===== src/design/accel_fifo_pkg.sv =====
// Shared constants for the accelerometer output data path and sample buffer
package accel_fifo_pkg;

    // ****************************************
    // Widths and depths
    // ****************************************
    localparam int AXIS_BITS = 14;
    localparam int RAW_BITS = 16;
    localparam int NUM_AXES = 3;
    localparam int FIFO_DEPTH = 32;
    localparam int PTR_BITS = 5;
    localparam int CNT_BITS = 6;
    localparam int ENTRY_BITS = AXIS_BITS * NUM_AXES;
    localparam logic [CNT_BITS-1:0] FIFO_FULL_COUNT = 6'h20;

    // ****************************************
    // Register offsets
    // ****************************************
    localparam logic [7:0] ADDR_STATUS = 8'h00;
    localparam logic [7:0] ADDR_X_HIGH = 8'h01;
    localparam logic [7:0] ADDR_X_LOW = 8'h02;
    localparam logic [7:0] ADDR_Y_HIGH = 8'h03;
    localparam logic [7:0] ADDR_Y_LOW = 8'h04;
    localparam logic [7:0] ADDR_Z_HIGH = 8'h05;
    localparam logic [7:0] ADDR_Z_LOW = 8'h06;
    localparam logic [7:0] ADDR_BUFFER_SETUP = 8'h09;
    localparam logic [7:0] ADDR_RANGE_CONFIG = 8'h0E;
    localparam logic [7:0] ADDR_CONTROL_MAIN = 8'h2A;
    localparam logic [7:0] ADDR_CONTROL_POWER_SCHEME = 8'h2B;
    localparam logic [7:0] ADDR_OFFSET_BASE = 8'h2F;
    localparam int NUM_OFFSET_REGS = 6;

    // ****************************************
    // Field positions
    // ****************************************
    localparam int CTRL_ACTIVE_BIT = 0;
    localparam int CTRL_FAST_READ_BIT = 1;
    localparam int CTRL_LOW_NOISE_BIT = 2;
    localparam int SETUP_MODE_LSB = 6;
    localparam int SETUP_WM_LSB = 0;

    // ****************************************
    // Reset values
    // ****************************************
    localparam logic [7:0] BUFFER_SETUP_RST = 8'h00;
    localparam logic [7:0] CONTROL_MAIN_RST = 8'h00;
    localparam logic [7:0] POWER_SCHEME_RST = 8'h00;
    localparam logic [7:0] RANGE_CONFIG_RST = 8'h00;
    localparam logic [7:0] OFFSET_RST = 8'h00;

    // ****************************************
    // Encodings
    // ****************************************
    typedef enum logic [1:0] {
        BUF_DISABLED = 2'h0,
        BUF_CIRCULAR = 2'h1,
        BUF_FILL = 2'h2,
        BUF_TRIGGER = 2'h3
    } buffer_mode_t;

    localparam logic [1:0] RANGE_2G = 2'h0;
    localparam logic [1:0] RANGE_4G = 2'h1;
    localparam logic [1:0] SCHEME_HIGH_RES = 2'h2;
    localparam logic [1:0] SCHEME_LOW_POWER = 2'h3;

    typedef enum logic [2:0] {
        ST_TRIM = 3'h1,
        ST_STANDBY = 3'h2,
        ST_ACTIVE = 3'h4
    } dev_state_t;

endpackage


===== src/design/accel_sample_fifo_output.sv =====
// Accelerometer output registers, range scaling, offset trim and 32-sample buffer
// What this block does
// - Each axis is a signed 14-bit value split into high and low byte registers.
// - High byte holds upper eight bits; fast read walks only the three high bytes.
// - Fast read cleared gives full resolution, high and low bytes both read.
// - Two-g range encodes -2g to +1.99975g at 4096 counts per g.
// - Eight-g range encodes -8g to +7.999g at 1024 counts per g.
// - Eight-bit results are sixty-four times coarser than fourteen-bit ones.
// - Up to thirty-two samples of all three axes are buffered.
// - The buffer works at every output sample rate.
// - Buffered samples read at fourteen-bit width or eight-bit upper part.
// - Buffer setup selects fill, circular, trigger or disabled mode.
// - Fill mode keeps first 32, flags overflow, stores nothing more while full.
// - Circular mode overwrites the oldest entry, keeping the latest 32.
// - Trigger mode wraps on pre-trigger samples, then fills only free entries, up to a set number after it.
// - A watermark flag rises when count reaches a level from 1 to 32.
// - Low-noise select limits the dynamic range to four g.
// - Power scheme 10 selects high-resolution oversampling.
// - Power scheme 11 selects reduced oversampling for lowest current.
// - Factory trim loads at power-up before any measurement is taken.
// - Six user registers add a zero-g offset per axis over factory trim.
// - Registers survive active to standby; buffer restarts on standby to active.
`timescale 1ns/100ps
`default_nettype none
module accel_sample_fifo_output (
    input wire logic clk_sys_in,
    input wire logic rst_n_in,
    input wire logic reg_start_in,
    input wire logic [7:0] reg_addr_in,
    input wire logic reg_wr_in,
    input wire logic [7:0] reg_wdata_in,
    input wire logic reg_rd_in,
    output logic [7:0] reg_rdata_out,
    output logic reg_rvalid_out,
    input wire logic sample_valid_in,
    input wire logic [accel_fifo_pkg::RAW_BITS-1:0] sample_x_in,
    input wire logic [accel_fifo_pkg::RAW_BITS-1:0] sample_y_in,
    input wire logic [accel_fifo_pkg::RAW_BITS-1:0] sample_z_in,
    input wire logic trigger_in,
    output logic trim_req_out,
    input wire logic trim_ack_in,
    input wire logic [accel_fifo_pkg::AXIS_BITS-1:0] trim_x_in,
    input wire logic [accel_fifo_pkg::AXIS_BITS-1:0] trim_y_in,
    input wire logic [accel_fifo_pkg::AXIS_BITS-1:0] trim_z_in,
    output logic active_out,
    output logic low_noise_out,
    output logic [1:0] power_scheme_out,
    output logic watermark_out,
    output logic overflow_out
);
    import accel_fifo_pkg::*;

    // ****************************************
    // Helper functions
    // ****************************************
    // Saturate a wide signed sum into the 14-bit output code
    function automatic logic [AXIS_BITS-1:0] sat14(input logic signed [17:0] v);
        if (v > 18'sd8191) begin
            sat14 = 14'h1FFF;
        end else if (v < -18'sd8192) begin
            sat14 = 14'h2000;
        end else begin
            sat14 = v[AXIS_BITS-1:0];
        end
    endfunction

    // Scale raw 1/4096 g data to the range, then add factory and user offsets
    function automatic logic [AXIS_BITS-1:0] scale_axis(input logic [RAW_BITS-1:0] raw,
            input logic [1:0] shift, input logic [AXIS_BITS-1:0] trim, input logic [AXIS_BITS-1:0] user);
        logic signed [17:0] sum;
        sum = 18'(signed'(raw) >>> shift) + 18'(signed'(trim)) + 18'(signed'(user));
        scale_axis = sat14(sum);
    endfunction

    // Read value of the register at a given offset
    function automatic logic [7:0] read_mux(input logic [7:0] a, input logic [7:0] status,
            input logic [ENTRY_BITS-1:0] s, input logic [7:0] setup, input logic [7:0] ctrl,
            input logic [7:0] scheme, input logic [7:0] range_cfg);
        if (a == ADDR_STATUS) begin
            read_mux = status;
        end else if (a == ADDR_X_HIGH) begin
            // six bits dropped, 64 times coarser
            read_mux = s[41:34];
        end else if (a == ADDR_X_LOW) begin
            read_mux = {s[33:28], 2'h0};
        end else if (a == ADDR_Y_HIGH) begin
            read_mux = s[27:20];
        end else if (a == ADDR_Y_LOW) begin
            read_mux = {s[19:14], 2'h0};
        end else if (a == ADDR_Z_HIGH) begin
            read_mux = s[13:6];
        end else if (a == ADDR_Z_LOW) begin
            read_mux = {s[5:0], 2'h0};
        end else if (a == ADDR_BUFFER_SETUP) begin
            read_mux = setup;
        end else if (a == ADDR_RANGE_CONFIG) begin
            read_mux = range_cfg;
        end else if (a == ADDR_CONTROL_MAIN) begin
            read_mux = ctrl;
        end else if (a == ADDR_CONTROL_POWER_SCHEME) begin
            read_mux = scheme;
        end else begin
            read_mux = 8'h00;
        end
    endfunction

    // ****************************************
    // State and configuration
    // ****************************************
    dev_state_t state, next_state;
    logic [7:0] buffer_setup, control_main, control_power_scheme, range_config;
    logic [7:0] user_offset [0:NUM_OFFSET_REGS-1];
    logic [7:0] reg_ptr;
    logic [NUM_AXES-1:0][AXIS_BITS-1:0] trim_value, latest;
    logic [PTR_BITS-1:0] wr_ptr, rd_ptr;
    logic [CNT_BITS-1:0] fifo_count, post_count;
    logic overflow, trigger_seen;
    logic [ENTRY_BITS-1:0] mem_rdata;

    wire fast_read = control_main[CTRL_FAST_READ_BIT];
    wire low_noise = control_main[CTRL_LOW_NOISE_BIT];
    wire buffer_mode_t mode = buffer_mode_t'(buffer_setup[SETUP_MODE_LSB+:2]);
    wire [CNT_BITS-1:0] wm_raw = buffer_setup[SETUP_WM_LSB+:CNT_BITS];
    // Levels above 32 are clamped so the watermark stays in 1 to 32
    wire [CNT_BITS-1:0] wm_level = (wm_raw > FIFO_FULL_COUNT) ? FIFO_FULL_COUNT : wm_raw;
    wire fifo_on = (mode != BUF_DISABLED);
    wire fifo_full = (fifo_count == FIFO_FULL_COUNT);
    wire fifo_empty = (fifo_count == 6'h00);

    // low noise caps range at four g
    wire [1:0] range_sel = (low_noise && range_config[1:0] > RANGE_4G) ? RANGE_4G : range_config[1:0];
    // two-g keeps 4096 counts per g, eight-g shifts by two to 1024 counts per g
    wire [1:0] range_shift = (range_sel == RANGE_2G) ? 2'h0 : (range_sel == RANGE_4G) ? 2'h1 : 2'h2;

    // ****************************************
    // Device state machine
    // ****************************************
    // Trim first, then follow the active bit between standby and active
    always_comb begin
        next_state = state;
        case (state)
            ST_TRIM: begin
                if (trim_ack_in) begin
                    next_state = ST_STANDBY;
                end
            end
            ST_STANDBY: begin
                if (control_main[CTRL_ACTIVE_BIT]) begin
                    next_state = ST_ACTIVE;
                end
            end
            ST_ACTIVE: begin
                if (!control_main[CTRL_ACTIVE_BIT]) begin
                    next_state = ST_STANDBY;
                end
            end
            default: next_state = ST_TRIM;
        endcase
    end

    // trim captured once before measurement can start
    always_ff @(posedge clk_sys_in) begin
        if (!rst_n_in) begin
            state <= ST_TRIM;
            trim_req_out <= 1'b1;
            trim_value <= '0;
            active_out <= 1'b0;
        end else begin
            state <= next_state;
            active_out <= (next_state == ST_ACTIVE);
            if (state == ST_TRIM && trim_ack_in) begin
                trim_req_out <= 1'b0;
                trim_value <= {trim_x_in, trim_y_in, trim_z_in};
            end
        end
    end

    // ****************************************
    // Sample path
    // ****************************************
    // no rate gating, every sample strobe in active state is taken
    wire take_sample = sample_valid_in && (state == ST_ACTIVE);
    wire go_active = (state == ST_STANDBY) && (next_state == ST_ACTIVE);
    wire [RAW_BITS-1:0] raw_axis [0:NUM_AXES-1];
    wire [NUM_AXES-1:0][AXIS_BITS-1:0] scaled;
    assign raw_axis[0] = sample_x_in;
    assign raw_axis[1] = sample_y_in;
    assign raw_axis[2] = sample_z_in;

    // offset from high/low user registers, each axis kept as 14-bit code
    genvar g;
    generate
        for (g = 0; g < NUM_AXES; g++) begin : g_axis
            wire [AXIS_BITS-1:0] user_off = {user_offset[2*g], user_offset[2*g+1][7:2]};
            assign scaled[NUM_AXES-1-g] = scale_axis(raw_axis[g], range_shift, trim_value[NUM_AXES-1-g], user_off);
        end
    endgenerate

    // Latest sample is what the data registers show when the buffer is off
    always_ff @(posedge clk_sys_in) begin
        if (!rst_n_in) begin
            latest <= '0;
        end else if (take_sample) begin
            latest <= scaled;
        end
    end

    // ****************************************
    // Register access with auto-increment pointer
    // ****************************************
    wire last_of_sample = fast_read ? (reg_ptr == ADDR_Z_HIGH) : (reg_ptr == ADDR_Z_LOW);
    // fast read hops high to high, otherwise every byte in turn
    wire [7:0] next_ptr = last_of_sample ? ADDR_STATUS :
                          (fast_read && (reg_ptr == ADDR_X_HIGH || reg_ptr == ADDR_Y_HIGH)) ? reg_ptr + 8'h02 :
                          reg_ptr + 8'h01;
    // pop after last byte of either width; an address phase never pops
    wire pop = reg_rd_in && !reg_start_in && fifo_on && !fifo_empty && last_of_sample;
    wire [ENTRY_BITS-1:0] shown = fifo_on ? mem_rdata : latest;
    wire [7:0] status_byte = {overflow, watermark_out, fifo_count};
    wire [7:0] read_value = read_mux(reg_ptr, status_byte, shown, buffer_setup, control_main,
                                     control_power_scheme, range_config);

    // Pointer and read data; the pointer walks the way a bus burst would
    always_ff @(posedge clk_sys_in) begin
        if (!rst_n_in) begin
            reg_ptr <= ADDR_STATUS;
            reg_rdata_out <= 8'h00;
            reg_rvalid_out <= 1'b0;
        end else begin
            reg_rvalid_out <= reg_rd_in;
            if (reg_rd_in) begin
                reg_rdata_out <= read_value;
            end
            if (reg_start_in) begin
                reg_ptr <= reg_addr_in;
            end else if (reg_rd_in || reg_wr_in) begin
                reg_ptr <= next_ptr;
            end
        end
    end

    // buffer setup register, power scheme field, nothing here clears on standby
    always_ff @(posedge clk_sys_in) begin
        if (!rst_n_in) begin
            buffer_setup <= BUFFER_SETUP_RST;
            control_main <= CONTROL_MAIN_RST;
            control_power_scheme <= POWER_SCHEME_RST;
            range_config <= RANGE_CONFIG_RST;
            for (int i = 0; i < NUM_OFFSET_REGS; i++) begin
                user_offset[i] <= OFFSET_RST;
            end
        end else if (reg_wr_in && !reg_start_in) begin
            if (reg_ptr == ADDR_BUFFER_SETUP) begin
                buffer_setup <= reg_wdata_in;
            end else if (reg_ptr == ADDR_CONTROL_MAIN) begin
                control_main <= reg_wdata_in;
            end else if (reg_ptr == ADDR_CONTROL_POWER_SCHEME) begin
                control_power_scheme <= {6'h00, reg_wdata_in[1:0]};
            end else if (reg_ptr == ADDR_RANGE_CONFIG) begin
                range_config <= {6'h00, reg_wdata_in[1:0]};
            end
            for (int i = 0; i < NUM_OFFSET_REGS; i++) begin
                if (reg_ptr == ADDR_OFFSET_BASE + 8'(i)) begin
                    user_offset[i] <= reg_wdata_in;
                end
            end
        end
    end

    // Analog front end follows the control fields directly
    assign low_noise_out = control_main[CTRL_LOW_NOISE_BIT];
    assign power_scheme_out = control_power_scheme[1:0];

    // ****************************************
    // Sample buffer
    // ****************************************
    // after the trigger, freeze once the post count reaches the watermark level
    wire frozen = (mode == BUF_TRIGGER) && trigger_seen && (post_count >= wm_level);
    wire wraps = (mode == BUF_CIRCULAR) || (mode == BUF_TRIGGER && !trigger_seen);
    // fill mode refuses when full, storing resumes once a pop frees room
    wire push = take_sample && fifo_on && !frozen && (!fifo_full || pop || wraps);
    // circular overwrite drops the oldest entry
    wire drop = push && fifo_full && !pop;
    wire lost = take_sample && fifo_on && !push;
    wire [PTR_BITS-1:0] next_rd_ptr = (pop || drop) ? rd_ptr + 5'h01 : rd_ptr;

    // thirty-two entries of all three axes
    sample_store u_store (
        .clk_sys_in(clk_sys_in),
        .wr_en_in(push),
        .wr_addr_in(wr_ptr),
        .wr_data_in(scaled),
        .rd_addr_in(next_rd_ptr),
        .rd_data_out(mem_rdata)
    );

    // Pointers and count; a standby to active step restarts the buffer
    always_ff @(posedge clk_sys_in) begin
        if (!rst_n_in || go_active) begin
            wr_ptr <= 5'h00;
            rd_ptr <= 5'h00;
            fifo_count <= 6'h00;
            trigger_seen <= 1'b0;
            post_count <= 6'h00;
        end else begin
            rd_ptr <= next_rd_ptr;
            if (push) begin
                wr_ptr <= wr_ptr + 5'h01;
            end
            if (push && !pop && !drop) begin
                fifo_count <= fifo_count + 6'h01;
            end else if (pop && !push) begin
                fifo_count <= fifo_count - 6'h01;
            end
            if (mode == BUF_TRIGGER && trigger_in && state == ST_ACTIVE) begin
                trigger_seen <= 1'b1;
            end
            if (trigger_seen && push) begin
                post_count <= post_count + 6'h01;
            end
        end
    end

    // Overflow is sticky until status is read; a new loss in that cycle wins over the clear
    wire status_read = reg_rd_in && !reg_start_in && (reg_ptr == ADDR_STATUS);
    always_ff @(posedge clk_sys_in) begin
        if (!rst_n_in || go_active) begin
            overflow <= 1'b0;
        end else if (lost) begin
            overflow <= 1'b1;
        end else if (status_read) begin
            overflow <= 1'b0;
        end
    end

    // watermark level 1 to 32, zero switches the flag off
    always_ff @(posedge clk_sys_in) begin
        if (!rst_n_in) begin
            watermark_out <= 1'b0;
        end else begin
            watermark_out <= fifo_on && (wm_level != 6'h00) && (fifo_count >= wm_level);
        end
    end
    assign overflow_out = overflow;
endmodule
`default_nettype wire


===== src/design/sample_store.sv =====
// Sample memory for the buffer: one write port, registered read with write bypass
`timescale 1ns/100ps
`default_nettype none
module sample_store (
    input wire logic clk_sys_in,
    input wire logic wr_en_in,
    input wire logic [accel_fifo_pkg::PTR_BITS-1:0] wr_addr_in,
    input wire logic [accel_fifo_pkg::ENTRY_BITS-1:0] wr_data_in,
    input wire logic [accel_fifo_pkg::PTR_BITS-1:0] rd_addr_in,
    output logic [accel_fifo_pkg::ENTRY_BITS-1:0] rd_data_out
);
    import accel_fifo_pkg::*;

    logic [ENTRY_BITS-1:0] mem [0:FIFO_DEPTH-1];
    wire bypass = wr_en_in && (wr_addr_in == rd_addr_in);

    // Write and registered read; bypass keeps an entry written into an empty buffer visible
    always_ff @(posedge clk_sys_in) begin
        if (wr_en_in) begin
            mem[wr_addr_in] <= wr_data_in;
        end
        rd_data_out <= bypass ? wr_data_in : mem[rd_addr_in];
    end
endmodule
`default_nettype wire


===== config.mk =====
export PLATFORM = sky130hd
export DESIGN_NAME = accel_sample_fifo_output
export DESIGN_NICKNAME = d
export VERILOG_FILES = /design/src/design/accel_fifo_pkg.sv /design/src/design/accel_sample_fifo_output.sv /design/src/design/sample_store.sv
export SDC_FILE = /design/constraint.sdc
export NUM_CORES = 2
export LEC_CHECK = 0
export BUFFER_PORTS_ARGS = -buffer_cell sky130_fd_sc_hd__buf_2
export CAP_MARGIN = 20
export CORE_MARGIN = 2
export CORE_UTILIZATION = 30
export DETAILED_ROUTE_END_ITERATION = 6
export GPL_TIMING_DRIVEN = 0
export SLEW_MARGIN = 20
export SYNTH_ARGS = -nofsm -noshare
export SYNTH_HDL_FRONTEND = slang
export SYNTH_HIERARCHICAL = 1
export SYNTH_SLANG_ARGS = --single-unit

===== constraint.sdc =====
create_clock -name clk_sys_in -period 7.33 [get_ports clk_sys_in]
set_input_delay 0.3665 -clock clk_sys_in [delete_from_list [all_inputs] [get_ports clk_sys_in]]
set_output_delay 0.3665 -clock clk_sys_in [all_outputs]
set_load 0.03 [all_outputs]

==> metrics.yaml <==
outcome:
  status: "complete, but fails checks"
  violations: "antenna violations"
synthesis:
  syn_inst: 4659
  ys_seq_elements: 1542
  synthArstFlopShare_pct: 0
  ys_seq_area_share_pct: 67.2
  synth_enable_flop_cells: 1386
  syn_area_um2: 66500
  synth_top_area_share_pct: 62.6
  ys_types: 83
  ys.flop_type: "edfxtp_1"
  synth_largest_area_cell: "edfxtp_1"
  syn-num-nets: 4897
  synth_area_leaders: "edfxtp_1 (63%), mux2i_1 (11%), dfxtp_1 (4.7%)"
  yosysWarnings: 6
  syn_avg_cell_area_um2: 14.3
detailed_routing:
  wl_um: 189000
  drtAntennaViolNets: 1
  vias: 41500
  drcViolationCount: 0
  avgViaCountPerCell: 5.08
  drtPass1Iterations: 6
  avgRoutedWirePerCell_um: 23.1
  first_iter_violations: 3793
finish:
  synthToLayoutAreaGrowth_pct: 18.4
  layout_common_cells: "edfxtp_1 (1386), mux2i_1 (705), nand2_1 (353)"
  layout.nets: 5326
  drive_gt1_share_pct: 12.4
  stdcell_count: 8177
  layout_commonest_cell: "edfxtp_1"
pwr:
  switching_share_pct: 25.2
  leakage_uw: 0.0249
  power.density_nw_per_um2: 264
  p_sw_uw: 5240
  power.total_uw: 20800
  seq_power_share_pct: 51.0
  peakVddDrop_v: 0.000228
  p_int_uw: 15600
  pwr-share-clk_pct: 37.8
  combPwrFrac_pct: 11.2
floorplanning:
  die_w_um: 475
  die-area_um2: 226000
  coreArea_um2: 220000
  die_h_um: 475
  start_util_pct: 30.2
  rows: 172
  ioPinCount: 130
clock_network:
  htreeDepth: 4
  cts_root_buf: "clkbuf_16"
  cts_setup_buffers: 0
  ctsLongestPathBuffers: 3
  cts_made_buffers: 163
  clkSinkCount: 1542
  cts.clk_slew.worst_paths_ns: 0.06
  clock_latency_ns: 0.80
  cts_tree: "done"
worst_setup_path:
  cpPeakStageDelay_ns: 0.83
  worstPathMaxFanout: 32
  arrival_ns: 7.15
  required_ns: 7.63
  end_kind: "register"
  cpMostUsedCell: "clkbuf_1"
  path_class: "reg -> reg"
  path_cells: "or2_2 -> clkbuf_1 -> clkbuf_1 -> o22ai_1 -> nor2_1 -> fa_1 -> ha_1 -> fa_1 -> a211o_1 -> o211ai_1 -> a211o_1 -> o21ai_0 -> xnor2_1 -> o21ai_1 -> o31ai_2 -> clkbuf_1 -> nand2_2"
  cp-start-kind: "register"
  cp_slowest_cell: "clkbuf_1"
grt:
  grt_pass1_wl_um: 274000
  antenna_found_initial: 1
  grt_pass1_vias: 40400
  grt_use_total_pct: 16.4
  grt_max_degree: 36
  overflow: 0
flow_run:
  timing.max_cap.violations: 0
timing:
  clock_skew_ns: 0.0488
  fin_crit_ns: 6.85
  finalMaxSlewViolations: 0
  setup_viol: 0
  hold_viol: 0
  slew_headroom_pct: 24.4
  clock.fmax_mhz: 146
  tightest_slew_ns: 1.13
  rsz0062_at_grt: "false"
  fin_crit_sh_pct: 93.4
place:
  dp.cells: 7821
  hpwl_um: 134000
  numPortBuffers: 128
  gp_congestion: 0.908
worst_hold_path:
  min_path_type: "in -> reg"
==> sequential cells by signal (all words and copies together) (netlist names), named ones only <==
signal	count
user_offset	42
overflow_out	1
state	3
trim_value	42
active_out	1
rd_ptr	5
wr_ptr	5
latest	42
u_store/mem	1344
buffer_setup	8
control_main	8
reg_rdata_out	8
control_power_scheme	2
post_count	6
reg_rvalid_out	1
watermark_out	1
range_config	2
fifo_count	6
trigger_seen	1
reg_ptr	8
trim_req_out	1
==> synth_stat cells (88+ instances only) <==
master / n
a22o_1: 88
nor2_1: 120
nand3_1: 179
mux2i_1: 705
a21oi_1: 286
a22oi_1: 126
dfxtp_1: 156
inv_1: 183
nand2_1: 365
edfxtp_1: 1386
o21ai_0: 123
clkbuf_1: 110
==> kinds of logic after synthesis <==
logic type | count (synthesis) | share of synthesized area (%)
AO/OA/AOI/OAI | 901 | 8.96
XOR/XNOR | 50 | 0.658
AND/OR/NAND/NOR | 891 | 6.26
adder cells (fa/ha/maj) | 124 | 2.92
flip-flops | 1542 | 67.2
multiplexers | 711 | 10.7
buffers and inverters | 440 | 3.25
==> metrics by stage <==
stage | worst slack (ns) | setup TNS [ns] | instance area (µm²) | hold slack, ns | util [%]
after global routing | 0.205 | 0 | 78700 | 0.0656 | 35.8
after floorplan | 1.58 | 0 | 66500 | 0.436 | -
after detailed placement | 0.284 | 0 | 73100 | 0.449 | 33.2
final | 0.484 | 0 | 78800 | 0.0932 | 35.8
after CTS | 0.264 | 0 | 78700 | 0.0312 | 35.8
after global placement | -1.64 | -422.05 | 70900 | 0.446 | 32.2
==> layout make-up <==
cell class,instances,area (µm²)
Timing Repair Buffer,264,3000
Antenna cell,7,17.5
Multi-Input combinational cell,2677,20100
Fill cell,20800,141000
Buffer,257,1480
Inverter,183,687
Tap cell,2958,3700
Sequential cell,1542,44700
Clock inverter,76,667
Clock buffer,213,4390
==> power by group through the flow <==
| stage | sequential [µW] | combinational (µW) | clock [µW] |
|---|---|---|---|
| 5_1_grt | 10600 | 2540 | 8330 |
| 6_report | 10600 | 2330 | 7860 |
| 3_3_place_gp | 10900 | 1970 | 0 |
| 2_1_floorplan | 10800 | 1140 | 0 |
| 3_5_place_dp | 10800 | 2280 | 0 |
| 4_1_cts | 10600 | 2310 | 7980 |
==> path summary, 6_finish.rpt <==
kind	cells past startpoint	end	from	slack, ns
setup / recovery	17	u_store/mem[11][35]$_DFFE_PP_	range_config[1]$_SDFFE_PN0P_	0.48
hold reg to reg	2	control_main[6]$_SDFFE_PN0P_	control_main[6]$_SDFFE_PN0P_	0.46
hold / removal	3	rd_ptr[0]$_SDFF_PP0_	rst_n_in	0.09
setup reg to reg	17	u_store/mem[11][35]$_DFFE_PP_	range_config[1]$_SDFFE_PN0P_	0.48
==> worst max-delay path, delay by kind of cell, from the launching register on <==
family | cells | cell delay (ns)
AO/OA/AOI/OAI | 7 | 1.52
XOR/XNOR | 1 | 0.23
AND/OR/NAND/NOR | 3 | 1.21
flip-flops | 1 | 0.48
buffers and inverters | 3 | 1.75
adder cells (fa/ha/maj) | 3 | 1.15
==> metal layers <==
layer	GRT usage (%)	vias up	share of wire, %
met5	0	-	0
met4	6.04	0	3.5
met1	21.9	21100	43
met2	26.8	1519	47
met3	2.61	320	6.6
li1	-	18600	-
==> what timing repair did <==
item                       CTS  global route
hold endpoints to repair    71             0
resized for setup            0             1
hold buffers                60             0
setup endpoints to repair    0            32
Note: power is estimated with default switching activity, not from simulation.
